$ cat config.mk
export PLATFORM = sky130hd
export DESIGN_NAME = tmf_frontend
export DESIGN_NICKNAME = d
export VERILOG_FILES = /design/src/rtl/tmf_pkg.sv /design/src/rtl/tmf_frontend.sv /design/src/rtl/tmf_bit_clock.sv
export SDC_FILE = /design/constraint.sdc
export NUM_CORES = 1
export LEC_CHECK = 0
export ABC_AREA = 1
export BUFFER_PORTS_ARGS = -buffer_cell sky130_fd_sc_hd__buf_4
export CORE_MARGIN = 2
export CORE_UTILIZATION = 58
export CTS_BUF_LIST = sky130_fd_sc_hd__clkbuf_8 sky130_fd_sc_hd__clkbuf_16
export CTS_CLUSTER_SIZE = 40
export DETAILED_ROUTE_END_ITERATION = 6
export PLACE_DENSITY_LB_ADDON = 0.08
export SYNTH_ARGS = -nofsm -noshare
export SYNTH_HDL_FRONTEND = slang
export SYNTH_SLANG_ARGS = --single-unit
$ cat constraint.sdc
create_clock -name mclk -period 4.6 [get_ports mclk]
set_input_delay 0.92 -clock mclk [delete_from_list [all_inputs] [get_ports mclk]]
set_output_delay 0.92 -clock mclk [all_outputs]
set_load 0.02 [all_outputs]
$ cat src/rtl/tmf_pkg.sv
// Package: constants, register map and carrier types of the transmit modulation front end
package tmf_pkg;
  localparam int CLK_PERIOD_NS = 25;
  // Register byte offsets
  localparam logic [7:0] TX_CONFIG_OFFSET = 8'h00;
  localparam logic [7:0] FRONT_END_OFFSET = 8'h04;
  localparam logic [7:0] REF_DIV_OFFSET = 8'h08;
  localparam logic [7:0] STATUS_OFFSET = 8'h0C;
  // Transmit configuration fields
  localparam int PA_ENABLE_POS = 4;
  localparam int MOD_LSB = 6;
  localparam int POWER_HI_LSB = 9;
  localparam int POWER_LO_LSB = 15;
  localparam int DEV_STEP_LSB = 15;
  localparam int DIV_FACTOR_LSB = 15;
  localparam int DEV_EXP_LSB = 24;
  localparam int INDEX_LSB = 27;
  localparam int POLARITY_POS = 29;
  localparam int BIAS_LSB = 30;
  // Front-end configuration fields
  localparam int GAIN_MANUAL_POS = 0;
  localparam int AMP_MODE_POS = 15;
  localparam int MIXER_LIN_POS = 18;
  localparam int GAIN_LSB = 20;
  localparam int TXRX_POS = 27;
  // Reset values; bias code 0 is the recommended 9 uA setting
  localparam logic [31:0] TX_CONFIG_RESET = 32'h0000_0000;
  localparam logic [31:0] FRONT_END_RESET = 32'h0000_0000;
  localparam logic [2:0] REF_DIV_RESET = 3'h1;
  localparam logic [1:0] PA_BIAS_RESET = 2'h0;

  typedef enum logic [2:0] {
    MOD_FSK = 3'b000,
    MOD_GFSK = 3'b001,
    MOD_ASK = 3'b010,
    MOD_OOK = 3'b011,
    MOD_GAUSSIAN_ON_OFF_KEYING = 3'b100
  } tmf_mod_type;

  typedef struct packed {
    logic enable;
    logic [1:0] bias;
    logic [5:0] level;
  } tmf_pa_type;

  typedef struct packed {
    logic deviate;
    logic [8:0] dev_step;
    logic [2:0] dev_exp;
    logic [2:0] shape;
  } tmf_synth_type;

  typedef struct packed {
    logic input_short_switch;
    logic front_amp_mode_select;
    logic mixer_linearity;
    logic [1:0] front_amp_gain_level;
  } tmf_front_type;
endpackage

$ cat src/rtl/tmf_frontend.sv
// Top of the transmit modulation front end control with APB register slave
`timescale 1ns/10ps
module tmf_frontend (
  input wire logic mclk,
  input wire logic reset_n,
  input wire logic ce,
  input wire logic psel,
  input wire logic penable,
  input wire logic pwrite,
  input wire logic [7:0] paddr,
  input wire logic [31:0] pwdata,
  output logic [31:0] prdata,
  output logic pready,
  output logic pslverr,
  input wire logic transmit_bit_input,
  output logic transmit_bit_clock,
  input wire logic [1:0] agc_gain,
  output tmf_pkg::tmf_pa_type pa_out,
  output tmf_pkg::tmf_synth_type synth_out,
  output tmf_pkg::tmf_front_type front_out
);
  import tmf_pkg::*;

  function automatic logic is_mapped(input logic [7:0] addr);
    is_mapped = (addr == TX_CONFIG_OFFSET) || (addr == FRONT_END_OFFSET) ||
      (addr == REF_DIV_OFFSET) || (addr == STATUS_OFFSET);
  endfunction

  function automatic logic is_write(input logic [7:0] addr, input logic [7:0] target);
    is_write = psel && penable && pwrite && ce && (addr == target);
  endfunction

  logic [31:0] tx_config;
  logic [31:0] front_end;
  logic [2:0] ref_div;
  logic [31:0] status;
  logic [31:0] next_prdata;
  logic [2:0] eff_div;
  logic [2:0] ref_count;
  logic pfd_tick;
  logic [6:0] div_factor;
  logic [1:0] index_count;
  logic [8:0] period;
  logic sample_strobe;
  logic data_meta;
  logic data_sync;
  logic sampled_bit;
  logic [2:0] history;
  logic [2:0] shape;
  logic active;
  tmf_mod_type mode;
  logic [5:0] power_hi;
  logic [5:0] power_lo;
  logic [8:0] gaussian_on_off_keying_product;
  tmf_pa_type next_pa;
  tmf_synth_type next_synth;
  tmf_front_type next_front;

  // Polarity only means something for the amplitude-keyed schemes
  function automatic logic active_of(input logic bit_value);
    logic amplitude;
    amplitude = (tx_config[MOD_LSB +: 3] == MOD_ASK) || (tx_config[MOD_LSB +: 3] == MOD_OOK) ||
      (tx_config[MOD_LSB +: 3] == MOD_GAUSSIAN_ON_OFF_KEYING);
    active_of = amplitude ? (bit_value ^ tx_config[POLARITY_POS]) : bit_value;
  endfunction

  // APB slave: zero wait states while enabled, error on unmapped access
  assign pready = ce;
  assign pslverr = psel && penable && !is_mapped(paddr);

  always_ff @(posedge mclk) begin
    if (!reset_n) begin
      tx_config <= TX_CONFIG_RESET;
    end else if (is_write(paddr, TX_CONFIG_OFFSET)) begin
      tx_config <= pwdata;
    end
  end

  always_ff @(posedge mclk) begin
    if (!reset_n) begin
      front_end <= FRONT_END_RESET;
    end else if (is_write(paddr, FRONT_END_OFFSET)) begin
      front_end <= pwdata;
    end
  end

  always_ff @(posedge mclk) begin
    if (!reset_n) begin
      ref_div <= REF_DIV_RESET;
    end else if (is_write(paddr, REF_DIV_OFFSET)) begin
      ref_div <= pwdata[2:0];
    end
  end

  assign status = {24'h00_0000, sampled_bit, transmit_bit_clock, shape, front_out.front_amp_gain_level, 1'b0};

  always_comb begin
    next_prdata = 32'h0000_0000;
    unique case (paddr)
      TX_CONFIG_OFFSET: next_prdata = tx_config;
      FRONT_END_OFFSET: next_prdata = front_end;
      REF_DIV_OFFSET: next_prdata = {29'h0000_0000, ref_div};
      STATUS_OFFSET: next_prdata = status;
      default: next_prdata = 32'h0000_0000;
    endcase
  end

  // Read data is captured in the setup cycle so it stands through the access cycle
  always_ff @(posedge mclk) begin
    if (!reset_n) begin
      prdata <= 32'h0000_0000;
    end else if (ce && psel && !penable) begin
      prdata <= next_prdata;
    end
  end

  // Reference tick; a zero divide is taken as one
  assign eff_div = (ref_div == 3'h0) ? 3'h1 : ref_div;
  assign pfd_tick = ce && (ref_count >= eff_div - 3'h1);

  always_ff @(posedge mclk) begin
    if (!reset_n) begin
      ref_count <= 3'h0;
    end else if (ce) begin
      ref_count <= pfd_tick ? 3'h0 : ref_count + 3'h1;
    end
  end

  // Zero divider or index fields would stop the bit clock, so they count as one
  assign div_factor = (tx_config[DIV_FACTOR_LSB +: 7] == 7'h00) ? 7'h01 : tx_config[DIV_FACTOR_LSB +: 7];
  assign index_count = (tx_config[INDEX_LSB +: 2] == 2'h0) ? 2'h1 : tx_config[INDEX_LSB +: 2];
  assign period = {2'h0, div_factor} * {7'h00, index_count};

  tmf_bit_clock u_bit_clock (
    .mclk(mclk),
    .reset_n(reset_n),
    .ce(ce),
    .pfd_tick(pfd_tick),
    .period(period),
    .transmit_bit_clock(transmit_bit_clock),
    .sample_strobe(sample_strobe)
  );

  // The data pin is asynchronous to mclk
  always_ff @(posedge mclk) begin
    if (!reset_n) begin
      data_meta <= 1'b0;
      data_sync <= 1'b0;
    end else if (ce) begin
      data_meta <= transmit_bit_input;
      data_sync <= data_meta;
    end
  end

  always_ff @(posedge mclk) begin
    if (!reset_n) begin
      sampled_bit <= 1'b0;
      history <= 3'h0;
    end else if (sample_strobe) begin
      sampled_bit <= data_sync;
      history <= {history[1:0], active_of(data_sync)};
    end
  end

  // Binomial 1-2-1 kernel over three bits: a cheap Gaussian approximation, one bit of latency
  // Sum reaches 4, so every term is three bits wide
  assign shape = {2'h0, history[0]} + {1'h0, history[1], 1'h0} + {2'h0, history[2]};
  assign active = active_of(sampled_bit);
  assign power_hi = tx_config[POWER_HI_LSB +: 6];
  assign power_lo = tx_config[POWER_LO_LSB +: 6];
  assign gaussian_on_off_keying_product = {3'h0, power_hi} * {6'h00, shape};

  always_comb begin
    mode = MOD_FSK;
    unique case (tx_config[MOD_LSB +: 3])
      MOD_FSK: mode = MOD_FSK;
      MOD_GFSK: mode = MOD_GFSK;
      MOD_ASK: mode = MOD_ASK;
      MOD_OOK: mode = MOD_OOK;
      MOD_GAUSSIAN_ON_OFF_KEYING: mode = MOD_GAUSSIAN_ON_OFF_KEYING;
      default: mode = MOD_FSK;
    endcase
  end

  always_comb begin
    next_pa.enable = tx_config[PA_ENABLE_POS];
    next_pa.bias = tx_config[BIAS_LSB +: 2];
    next_pa.level = power_hi;
    unique case (mode)
      MOD_ASK: next_pa.level = active ? power_hi : power_lo;
      MOD_OOK: next_pa.level = active ? power_hi : 6'h00;
      MOD_GAUSSIAN_ON_OFF_KEYING: next_pa.level = gaussian_on_off_keying_product[7:2];
      default: next_pa.level = power_hi;
    endcase
    // Mute also on OOK inactive so the stage draws no current
    if (mode == MOD_OOK && !active) begin
      next_pa.enable = 1'b0;
    end
    if (!tx_config[PA_ENABLE_POS]) begin
      next_pa.level = 6'h00;
    end
  end

  always_comb begin
    next_synth.deviate = 1'b0;
    next_synth.dev_step = 9'h000;
    next_synth.dev_exp = 3'h0;
    next_synth.shape = 3'h0;
    if (mode == MOD_FSK) begin
      next_synth.deviate = sampled_bit;
      next_synth.dev_step = tx_config[DEV_STEP_LSB +: 9];
    end else if (mode == MOD_GFSK) begin
      next_synth.deviate = 1'b1;
      next_synth.dev_exp = tx_config[DEV_EXP_LSB +: 3];
      next_synth.shape = shape;
    end
  end

  always_comb begin
    next_front.input_short_switch = !front_end[TXRX_POS];
    next_front.front_amp_mode_select = front_end[AMP_MODE_POS];
    next_front.mixer_linearity = front_end[MIXER_LIN_POS];
    next_front.front_amp_gain_level = front_end[GAIN_MANUAL_POS] ?
      front_end[GAIN_LSB +: 2] : agc_gain;
  end

  always_ff @(posedge mclk) begin
    if (!reset_n) begin
      pa_out <= '{enable: 1'b0, bias: PA_BIAS_RESET, level: 6'h00};
    end else if (ce) begin
      pa_out <= next_pa;
    end
  end

  always_ff @(posedge mclk) begin
    if (!reset_n) begin
      synth_out <= '0;
    end else if (ce) begin
      synth_out <= next_synth;
    end
  end

  always_ff @(posedge mclk) begin
    if (!reset_n) begin
      front_out <= '{input_short_switch: 1'b1, front_amp_mode_select: 1'b0, mixer_linearity: 1'b0,
        front_amp_gain_level: 2'h0};
    end else if (ce) begin
      front_out <= next_front;
    end
  end

  // Helper: cycles between reference ticks
  logic [2:0] tick_gap;
  always_ff @(posedge mclk) begin
    if (!reset_n) begin
      tick_gap <= 3'h1;
    end else if (ce) begin
      tick_gap <= pfd_tick ? 3'h1 : tick_gap + 3'h1;
    end
  end
endmodule // tmf_frontend

$ cat src/rtl/tmf_bit_clock.sv
// Transmit bit clock generator counting reference ticks per bit period
`timescale 1ns/10ps
module tmf_bit_clock (
  input wire logic mclk,
  input wire logic reset_n,
  input wire logic ce,
  input wire logic pfd_tick,
  input wire logic [8:0] period,
  output logic transmit_bit_clock,
  output logic sample_strobe
);
  import tmf_pkg::*;
  logic [8:0] count;
  logic [8:0] half;
  logic at_half;

  assign half = {1'b0, period[8:1]};
  assign at_half = pfd_tick && (count == half);
  // Sample mid-bit, away from the edge on which the controller shifts data
  assign sample_strobe = ce && at_half;

  always_ff @(posedge mclk) begin
    if (!reset_n) begin
      count <= 9'h000;
    end else if (ce && pfd_tick) begin
      if (count >= period - 9'h001) begin
        count <= 9'h000;
      end else begin
        count <= count + 9'h001;
      end
    end
  end

  always_ff @(posedge mclk) begin
    if (!reset_n) begin
      transmit_bit_clock <= 1'b0;
    end else if (ce && pfd_tick) begin
      transmit_bit_clock <= (count >= period - 9'h001) || (count < half - 9'h001);
    end
  end
endmodule // tmf_bit_clock

==> flow_metrics.env, run 1 <==
export IMPL_status="finished clean"
export IMPL_ant_nets=0
export IMPL_synth_top_family_by_area="simple AND/OR/NAND/NOR gates"
export IMPL_core_area_um2=13140
export IMPL_dp_hpwl_mm=14.45
export IMPL_synthTopCellsByArea="dfxtp_1, nand2_1, a21oi_1"
export IMPL_avgRoutedWirePerCell_um=14.77
export IMPL_synth_cells=1087
export IMPL_p_per_area_nw_per_um2=305.8
export IMPL_dieArea_um2=14250
export IMPL_rows=42
export IMPL_drc=0
export IMPL_yosysMostFrequentCell="nand2_1"
export IMPL_start_kind="flop"
export IMPL_synth_flop_cell="dfxtp_1"
export IMPL_grt_pass1_vias=6767
export IMPL_finalMaxSlewViolations=0
export IMPL_rsz0062_at_grt="no"
export IMPL_vias=7341
export IMPL_finalSetupViolCount=0
export IMPL_synth_fa_ha_area_share_pct=8.038
export IMPL_cap_violations=0
export IMPL_gp_congestion=0.8749
export IMPL_crit_type="reg2reg"
export IMPL_syn_area_um2=7721
export IMPL_synth_avg_cell_area_um2=7.103
export IMPL_synthToLayoutAreaGrowth_pct=18.34
export IMPL_drive_above_1_share_pct=14.69
export IMPL_ios=114
export IMPL_period_share_pct=88.99
export IMPL_tightest_slew_ns=1.075
export IMPL_max_stage_delay_ns=0.45
export IMPL_multi_input_area_um2=4076
export IMPL_antenna_found_initial=0
export IMPL_num_fill_cells=1161
export IMPL_layout_min_cycle_time_ns=4.093
export IMPL_synth_edf_count=0
export IMPL_synth_yosys_warnings=0
export IMPL_muxShareOfSynthArea_pct=0
export IMPL_synth_xor_xnor_area_share_pct=2.042
export IMPL_cts_buffer_depth=2
export IMPL_synth_seq_cells=148
export IMPL_cts_buffers=17
export IMPL_dpl_cell_area_um2=8586
export IMPL_synth_compound_area_share_pct=17.94
export IMPL_synth_nets=1182
export IMPL_timing_fmax_mhz=244.3
export IMPL_yosysUniqueCellTypes=45
export IMPL_via_per_inst=5.370
export IMPL_cts_resized=0
export IMPL_ff_latch_area_um2=2963
export IMPL_cp_top_family="simple AND/OR/NAND/NOR gates"
export IMPL_grt_overflow=0
export IMPL_drtIter0Drc=529
export IMPL_cts_sinks=148
export IMPL_drt_pre_antenna_iters=5
export IMPL_yosysTopAreaCell="dfxtp_1"
export IMPL_worst_setup_path_end_kind="flop"
export IMPL_worstPathCellList="inv_1 -> nor2_1 -> nor2_1 -> ha_1 -> fa_1 -> or2_2 -> nand2_2 -> inv_1 -> nor2_2 -> nand2_1 -> nor2_1 -> nand3_1 -> xor2_1 -> ha_1 -> a21oi_1 -> o21a_1 -> nand4_1 -> inv_1 -> o21ai_1 -> buf_4 -> nor3_1"
export IMPL_clock_skew_ns=0.008316
export IMPL_ctsHtreeMaxLevel=4
export IMPL_leakage_uw=0.004090
export IMPL_cts_tree="yes"
export IMPL_cp_slowest_cell="dfxtp_1"
export IMPL_grt_pass1_wl_mm=33.26
export IMPL_clock_latency_ns=0.44
export IMPL_fp_dieW_um=119.4
export IMPL_die_y_um=119.4
export IMPL_synthArstFlopShare_pct=0
export IMPL_cts_hold_buf=0
export IMPL_port_buffers=113
export IMPL_ir_drop_v=0.0002814
export IMPL_drt_wl_total_mm=20.19
export IMPL_yosysTopAreaCellShare_pct=38.37
export IMPL_cp_required_ns=4.95
export IMPL_final_hold_viol_count=0
export IMPL_relSlewSlack_pct=28.23
export IMPL_fin_tns_setup_ns=0
export IMPL_synth_top_cells_by_count="nand2_1, dfxtp_1, a21oi_1, inv_1, o21ai_0"
export IMPL_finish_instance_area_um2=9138
export IMPL_grt_start_max_net_pins=58
export IMPL_postCtsSetupRepairBufs=0
export IMPL_cp_num_buf_inv=4
export IMPL_crit_fanout=9
export IMPL_synthSimpleGateAreaFrac_pct=24.74
export IMPL_finalNetCount=1273
export IMPL_crit_arrival_ns=4.45
export IMPL_initial_core_util_pct=58.77
export IMPL_grt_use_total_pct=29.28
export IMPL_hold_class="reg2reg"
export IMPL_clk_pin_slew_ns=0.06
export IMPL_diodes=0
export IMPL_cts_root_buf="clkbuf_16"
export IMPL_ys_seq_area_share_pct=38.37
[layer usage]
metal / wire length [µm] / global-route usage (%) / vias to the layer above
met4: 477 / 11.54 / 0
met3: 1340 / 5.508 / 31
met1: 9313 / 39.78 / 3315
li1: - / - / 3749
met2: 9059 / 46.16 / 246
met5: 0 / 0 / -
[state kept, by name, summed over array words and instances (netlist names), 3 cells and up]
| name | count |
|---|---|
| history | 3 |
| tx_config | 32 |
| front_out | 5 |
| ref_div | 3 |
| front_end | 32 |
| pa_out | 9 |
| prdata | 32 |
| u_bit_clock.count | 9 |
| synth_out | 16 |
| ref_count | 3 |
[cell usage in the layout (no fill, tap or decap), drive strengths merged]
cell type  instances
and2               1
inv              122
ha                40
and3               1
nand3             53
xor2              10
clkbuf            18
nand4              7
nand2            247
buf              116
nor3b              4
xnor2              8
dfxtp            148
o31ai              2
a31oi              2
clkinv             9
a21oi            127
nand3b             4
o21a               1
o22ai             14
clkinvlp           3
bufinv             1
or2                3
nor2             111
a21o               1
a211oi             1
nor3              10
fa                 6
o21ai            110
o211ai             6
o31a               1
nor4               4
[path summary, 6_finish.rpt]
| kind | start | to | slack [ns] | cells past startpoint |
|---|---|---|---|---|
| max reg2reg | tx_config[28]$_SDFFE_PN0P_ | u_bit_clock.count[7]$_SDFFE_PN0P_ | 0.51 | 21 |
| min reg2reg | front_end[27]$_SDFFE_PN0P_ | front_out[4]$_SDFFE_PN1P_ | 0.44 | 1 |
| min | front_end[27]$_SDFFE_PN0P_ | front_out[4]$_SDFFE_PN1P_ | 0.44 | 1 |
| max | tx_config[28]$_SDFFE_PN0P_ | u_bit_clock.count[7]$_SDFFE_PN0P_ | 0.51 | 21 |
[cell type report]
| cell class | instances | area share, % |
|---|---|---|
| multi-input cells | 774 | 44.61 |
| flip-flops and latches | 148 | 32.43 |
| repair buffers | 116 | 9.530 |
| inverters | 121 | 4.984 |
| clock buffers | 18 | 4.806 |
| well taps | 176 | 2.410 |
| clock inverters | 14 | 1.232 |
[where the power goes]
part | switching, µW | internal [µW] | total, µW
Clock | 552 | 752 | 1300
Sequential | 12.5 | 1300 | 1310
Combinational | 110 | 68.8 | 179
[cell families after synthesis]
logic type | Yosys count
xor+xnor | 18
flops | 148
simple gates | 445
fa+ha+maj | 46
buf+inv | 165
compound gates | 265
[through the flow]
| step | cells | hold WS (ns) | worst slack, ns | utilization (%) | total power [µW] |
|---|---|---|---|---|---|
| after floorplan | 1087 | 0.4115 | 0.7924 | - | 1434 |
| after global placement | 1335 | 0.4227 | 0.7419 | 65.35 | 1515 |
| after detailed placement | 1335 | 0.4290 | 0.5505 | 65.35 | 1516 |
| after CTS | 1367 | 0.4376 | 0.5571 | 69.55 | 2808 |
| after global routing | 1367 | 0.4609 | 0.2412 | 69.55 | 2881 |
| final | 1367 | 0.4389 | 0.5065 | 69.55 | 2794 |
No activity file was read; power rests on OpenSTA's default activity.
==> run 2, diff against run 1 <==
--- a/config.mk
+++ b/config.mk
@@ -8,7 +8,7 @@
 export ABC_AREA = 1
 export BUFFER_PORTS_ARGS = -buffer_cell sky130_fd_sc_hd__buf_4
 export CORE_MARGIN = 2
-export CORE_UTILIZATION = 58
+export CORE_UTILIZATION = 55
 export CTS_BUF_LIST = sky130_fd_sc_hd__clkbuf_8 sky130_fd_sc_hd__clkbuf_16
 export CTS_CLUSTER_SIZE = 40
 export DETAILED_ROUTE_END_ITERATION = 6
==> run 2 against run 1 <==
  * Count of clock-buffer cells in the layout up 3
  * Setup slack better by 0.013 ns
  * Critical path depth unchanged
  * Clock skew down 0.0015 ns
  * Via count up 1.4%
  * Register-to-register slack about the same
  * Sequential cell count unchanged
  * Maximum frequency up 0.33%
  * Routed wire length up 4.7%
  * Power up 4.1%
==> flow_metrics.env, run 2 (same netlist as run 1, synthesis figures left out) <==
export IMPL_total_power_uw=2909
export IMPL_hold_class="reg2reg"
export IMPL_drc=0
export IMPL_crit_start="tx_config[28]$_SDFFE_PN0P_"
export IMPL_period_share_pct=88.70
export IMPL_drive_above_1_share_pct=14.61
export IMPL_core_area_um2=13770
export IMPL_finalNetCount=1273
export IMPL_cap_violations=0
export IMPL_start_kind="flop"
export IMPL_fin_tns_setup_ns=0
export IMPL_clock_skew_ns=0.006791
export IMPL_grt_start_max_net_pins=59
export IMPL_worst_setup_path_end_kind="flop"
export IMPL_die_y_um=122.5
export IMPL_vias=7444
export IMPL_dp_hpwl_mm=14.81
export IMPL_finalMaxSlewViolations=0
export IMPL_drt_wl_total_mm=21.14
export IMPL_layout_min_cycle_time_ns=4.080
export IMPL_layout_common_cells="nand2_1, dfxtp_1, a21oi_1, buf_4, inv_1"
export IMPL_drt_pre_antenna_iters=6
export IMPL_grt_overflow=0
export IMPL_min_from="front_end[30]$_SDFFE_PN0P_"
export IMPL_avgRoutedWirePerCell_um=15.42
export IMPL_ios=114
export IMPL_ff_latch_area_um2=2963
export IMPL_crit_arrival_ns=4.42
export IMPL_postCtsSetupRepairBufs=0
export IMPL_r2r_start="tx_config[28]$_SDFFE_PN0P_"
export IMPL_grt_pass1_vias=6887
export IMPL_status="finished clean"
export IMPL_antenna_found_initial=0
export IMPL_crit_type="reg2reg"
export IMPL_cts_tree="yes"
export IMPL_finalSetupViolCount=0
export IMPL_multi_input_area_um2=4076
export IMPL_drtIter0Drc=521
export IMPL_clk_pin_slew_ns=0.06
export IMPL_grt_use_total_pct=28.87
export IMPL_dieArea_um2=15000
export IMPL_via_per_inst=5.430
export IMPL_port_buffers=113
export IMPL_num_fill_cells=1243
export IMPL_finish_instance_area_um2=9195
export IMPL_crit_fanout=9
export IMPL_initial_core_util_pct=56.06
export IMPL_rsz0062_at_grt="no"
export IMPL_rows=43
export IMPL_cp_required_ns=4.94
export IMPL_gp_congestion=0.9085
export IMPL_cts_root_buf="clkbuf_16"
export IMPL_fp_dieW_um=122.5
export IMPL_ctsHtreeMaxLevel=4
export IMPL_cts_buffer_depth=2
export IMPL_relSlewSlack_pct=21.20
export IMPL_ant_nets=0
export IMPL_dpl_cell_area_um2=8591
export IMPL_worst_slack_ns=0.5199
export IMPL_ir_drop_v=0.0002668
export IMPL_timing_fmax_mhz=245.1
export IMPL_cts_hold_buf=0
export IMPL_pre_cts_ws_ns=0.5801
export IMPL_cts_sinks=148
export IMPL_p_per_area_nw_per_um2=316.4
export IMPL_leakage_uw=0.004108
export IMPL_layout_commonest_cell="nand2_1"
export IMPL_synthToLayoutAreaGrowth_pct=19.09
export IMPL_dp_cells=1339
export IMPL_tightest_slew_ns=1.181
export IMPL_diodes=0
export IMPL_grt_pass1_wl_mm=33.75
export IMPL_reg_top3="front_end: 32 flops, prdata: 32 flops, tx_config: 32 flops"
export IMPL_stdcell_count=1371
export IMPL_final_hold_viol_count=0
export IMPL_cts_buffers=17
export IMPL_cts_resized=0
export IMPL_clock_latency_ns=0.42
run 2: cell count changes in the layout (fill, tap and decap cells not counted):
cell / change
bufinv_16: +1
clkinv_2: -6
inv_1: +1
clkbuf_8: +3
clkinvlp_4: +1
run 2: per-layer routing:
layer / part of all wire, % / vias up / track usage [%] / wire (µm)
met5: 0 / - / 0 / 0
met4: 1.9 / 0 / 9.626 / 395
met3: 7.1 / 27 / 6.273 / 1504
met2: 45 / 257 / 45.28 / 9519
met1: 46 / 3412 / 39.48 / 9723
li1: - / 3748 / - / -
run 2: report_power, final:
part           switching, µW  total [µW]  leakage (µW)  internal [µW]
clock network            561        1420      0.000291            856
registers               12.7        1310       0.00120           1300
logic                    112         181       0.00262           68.8
run 2: layout make-up:
type,count,share of cell area [%]
Tap cell,180,2.449
Inverter,121,4.953
Clock buffer,21,5.225
Timing Repair Buffer,116,9.471
Multi-Input combinational cell,774,44.33
Clock inverter,11,1.347
Sequential cell,148,32.22
run 2: worst max-delay path, cell delays in order (launching register included):
cell	delay [ns]
dfxtp_1	0.44
inv_1	0.13
nor2_1	0.32
nor2_1	0.08
ha_1	0.23
fa_1	0.42
or2_2	0.32
nand2_2	0.13
inv_1	0.10
nor2_2	0.10
nand2_1	0.09
nor2_1	0.18
nand3_1	0.11
xor2_1	0.15
ha_1	0.31
a21oi_1	0.15
o21a_1	0.13
nand4_1	0.09
inv_1	0.08
o21ai_1	0.06
buf_4	0.19
nor3b_1	0.18
run 2: worst paths after layout:
path | end | slack, ns | depth (start not counted)
setup / recovery | u_bit_clock.count[5]$_SDFFE_PN0P_ | 0.52 | 21
hold / removal | front_end[30]$_SDFFE_PN0P_ | 0.45 | 2
setup reg to reg | u_bit_clock.count[5]$_SDFFE_PN0P_ | 0.52 | 21
hold reg to reg | front_end[30]$_SDFFE_PN0P_ | 0.45 | 2
run 2: per-stage QoR:
| step | utilization, % | hold WS, ns |
|---|---|---|
| 3_3_place_gp | 62.37 | 0.4248 |
| 6_report | 66.76 | 0.4477 |
| 5_1_grt | 66.76 | 0.4751 |
| 2_1_floorplan | - | 0.4115 |
| 3_5_place_dp | 62.37 | 0.4308 |
| 4_1_cts | 66.76 | 0.4391 |
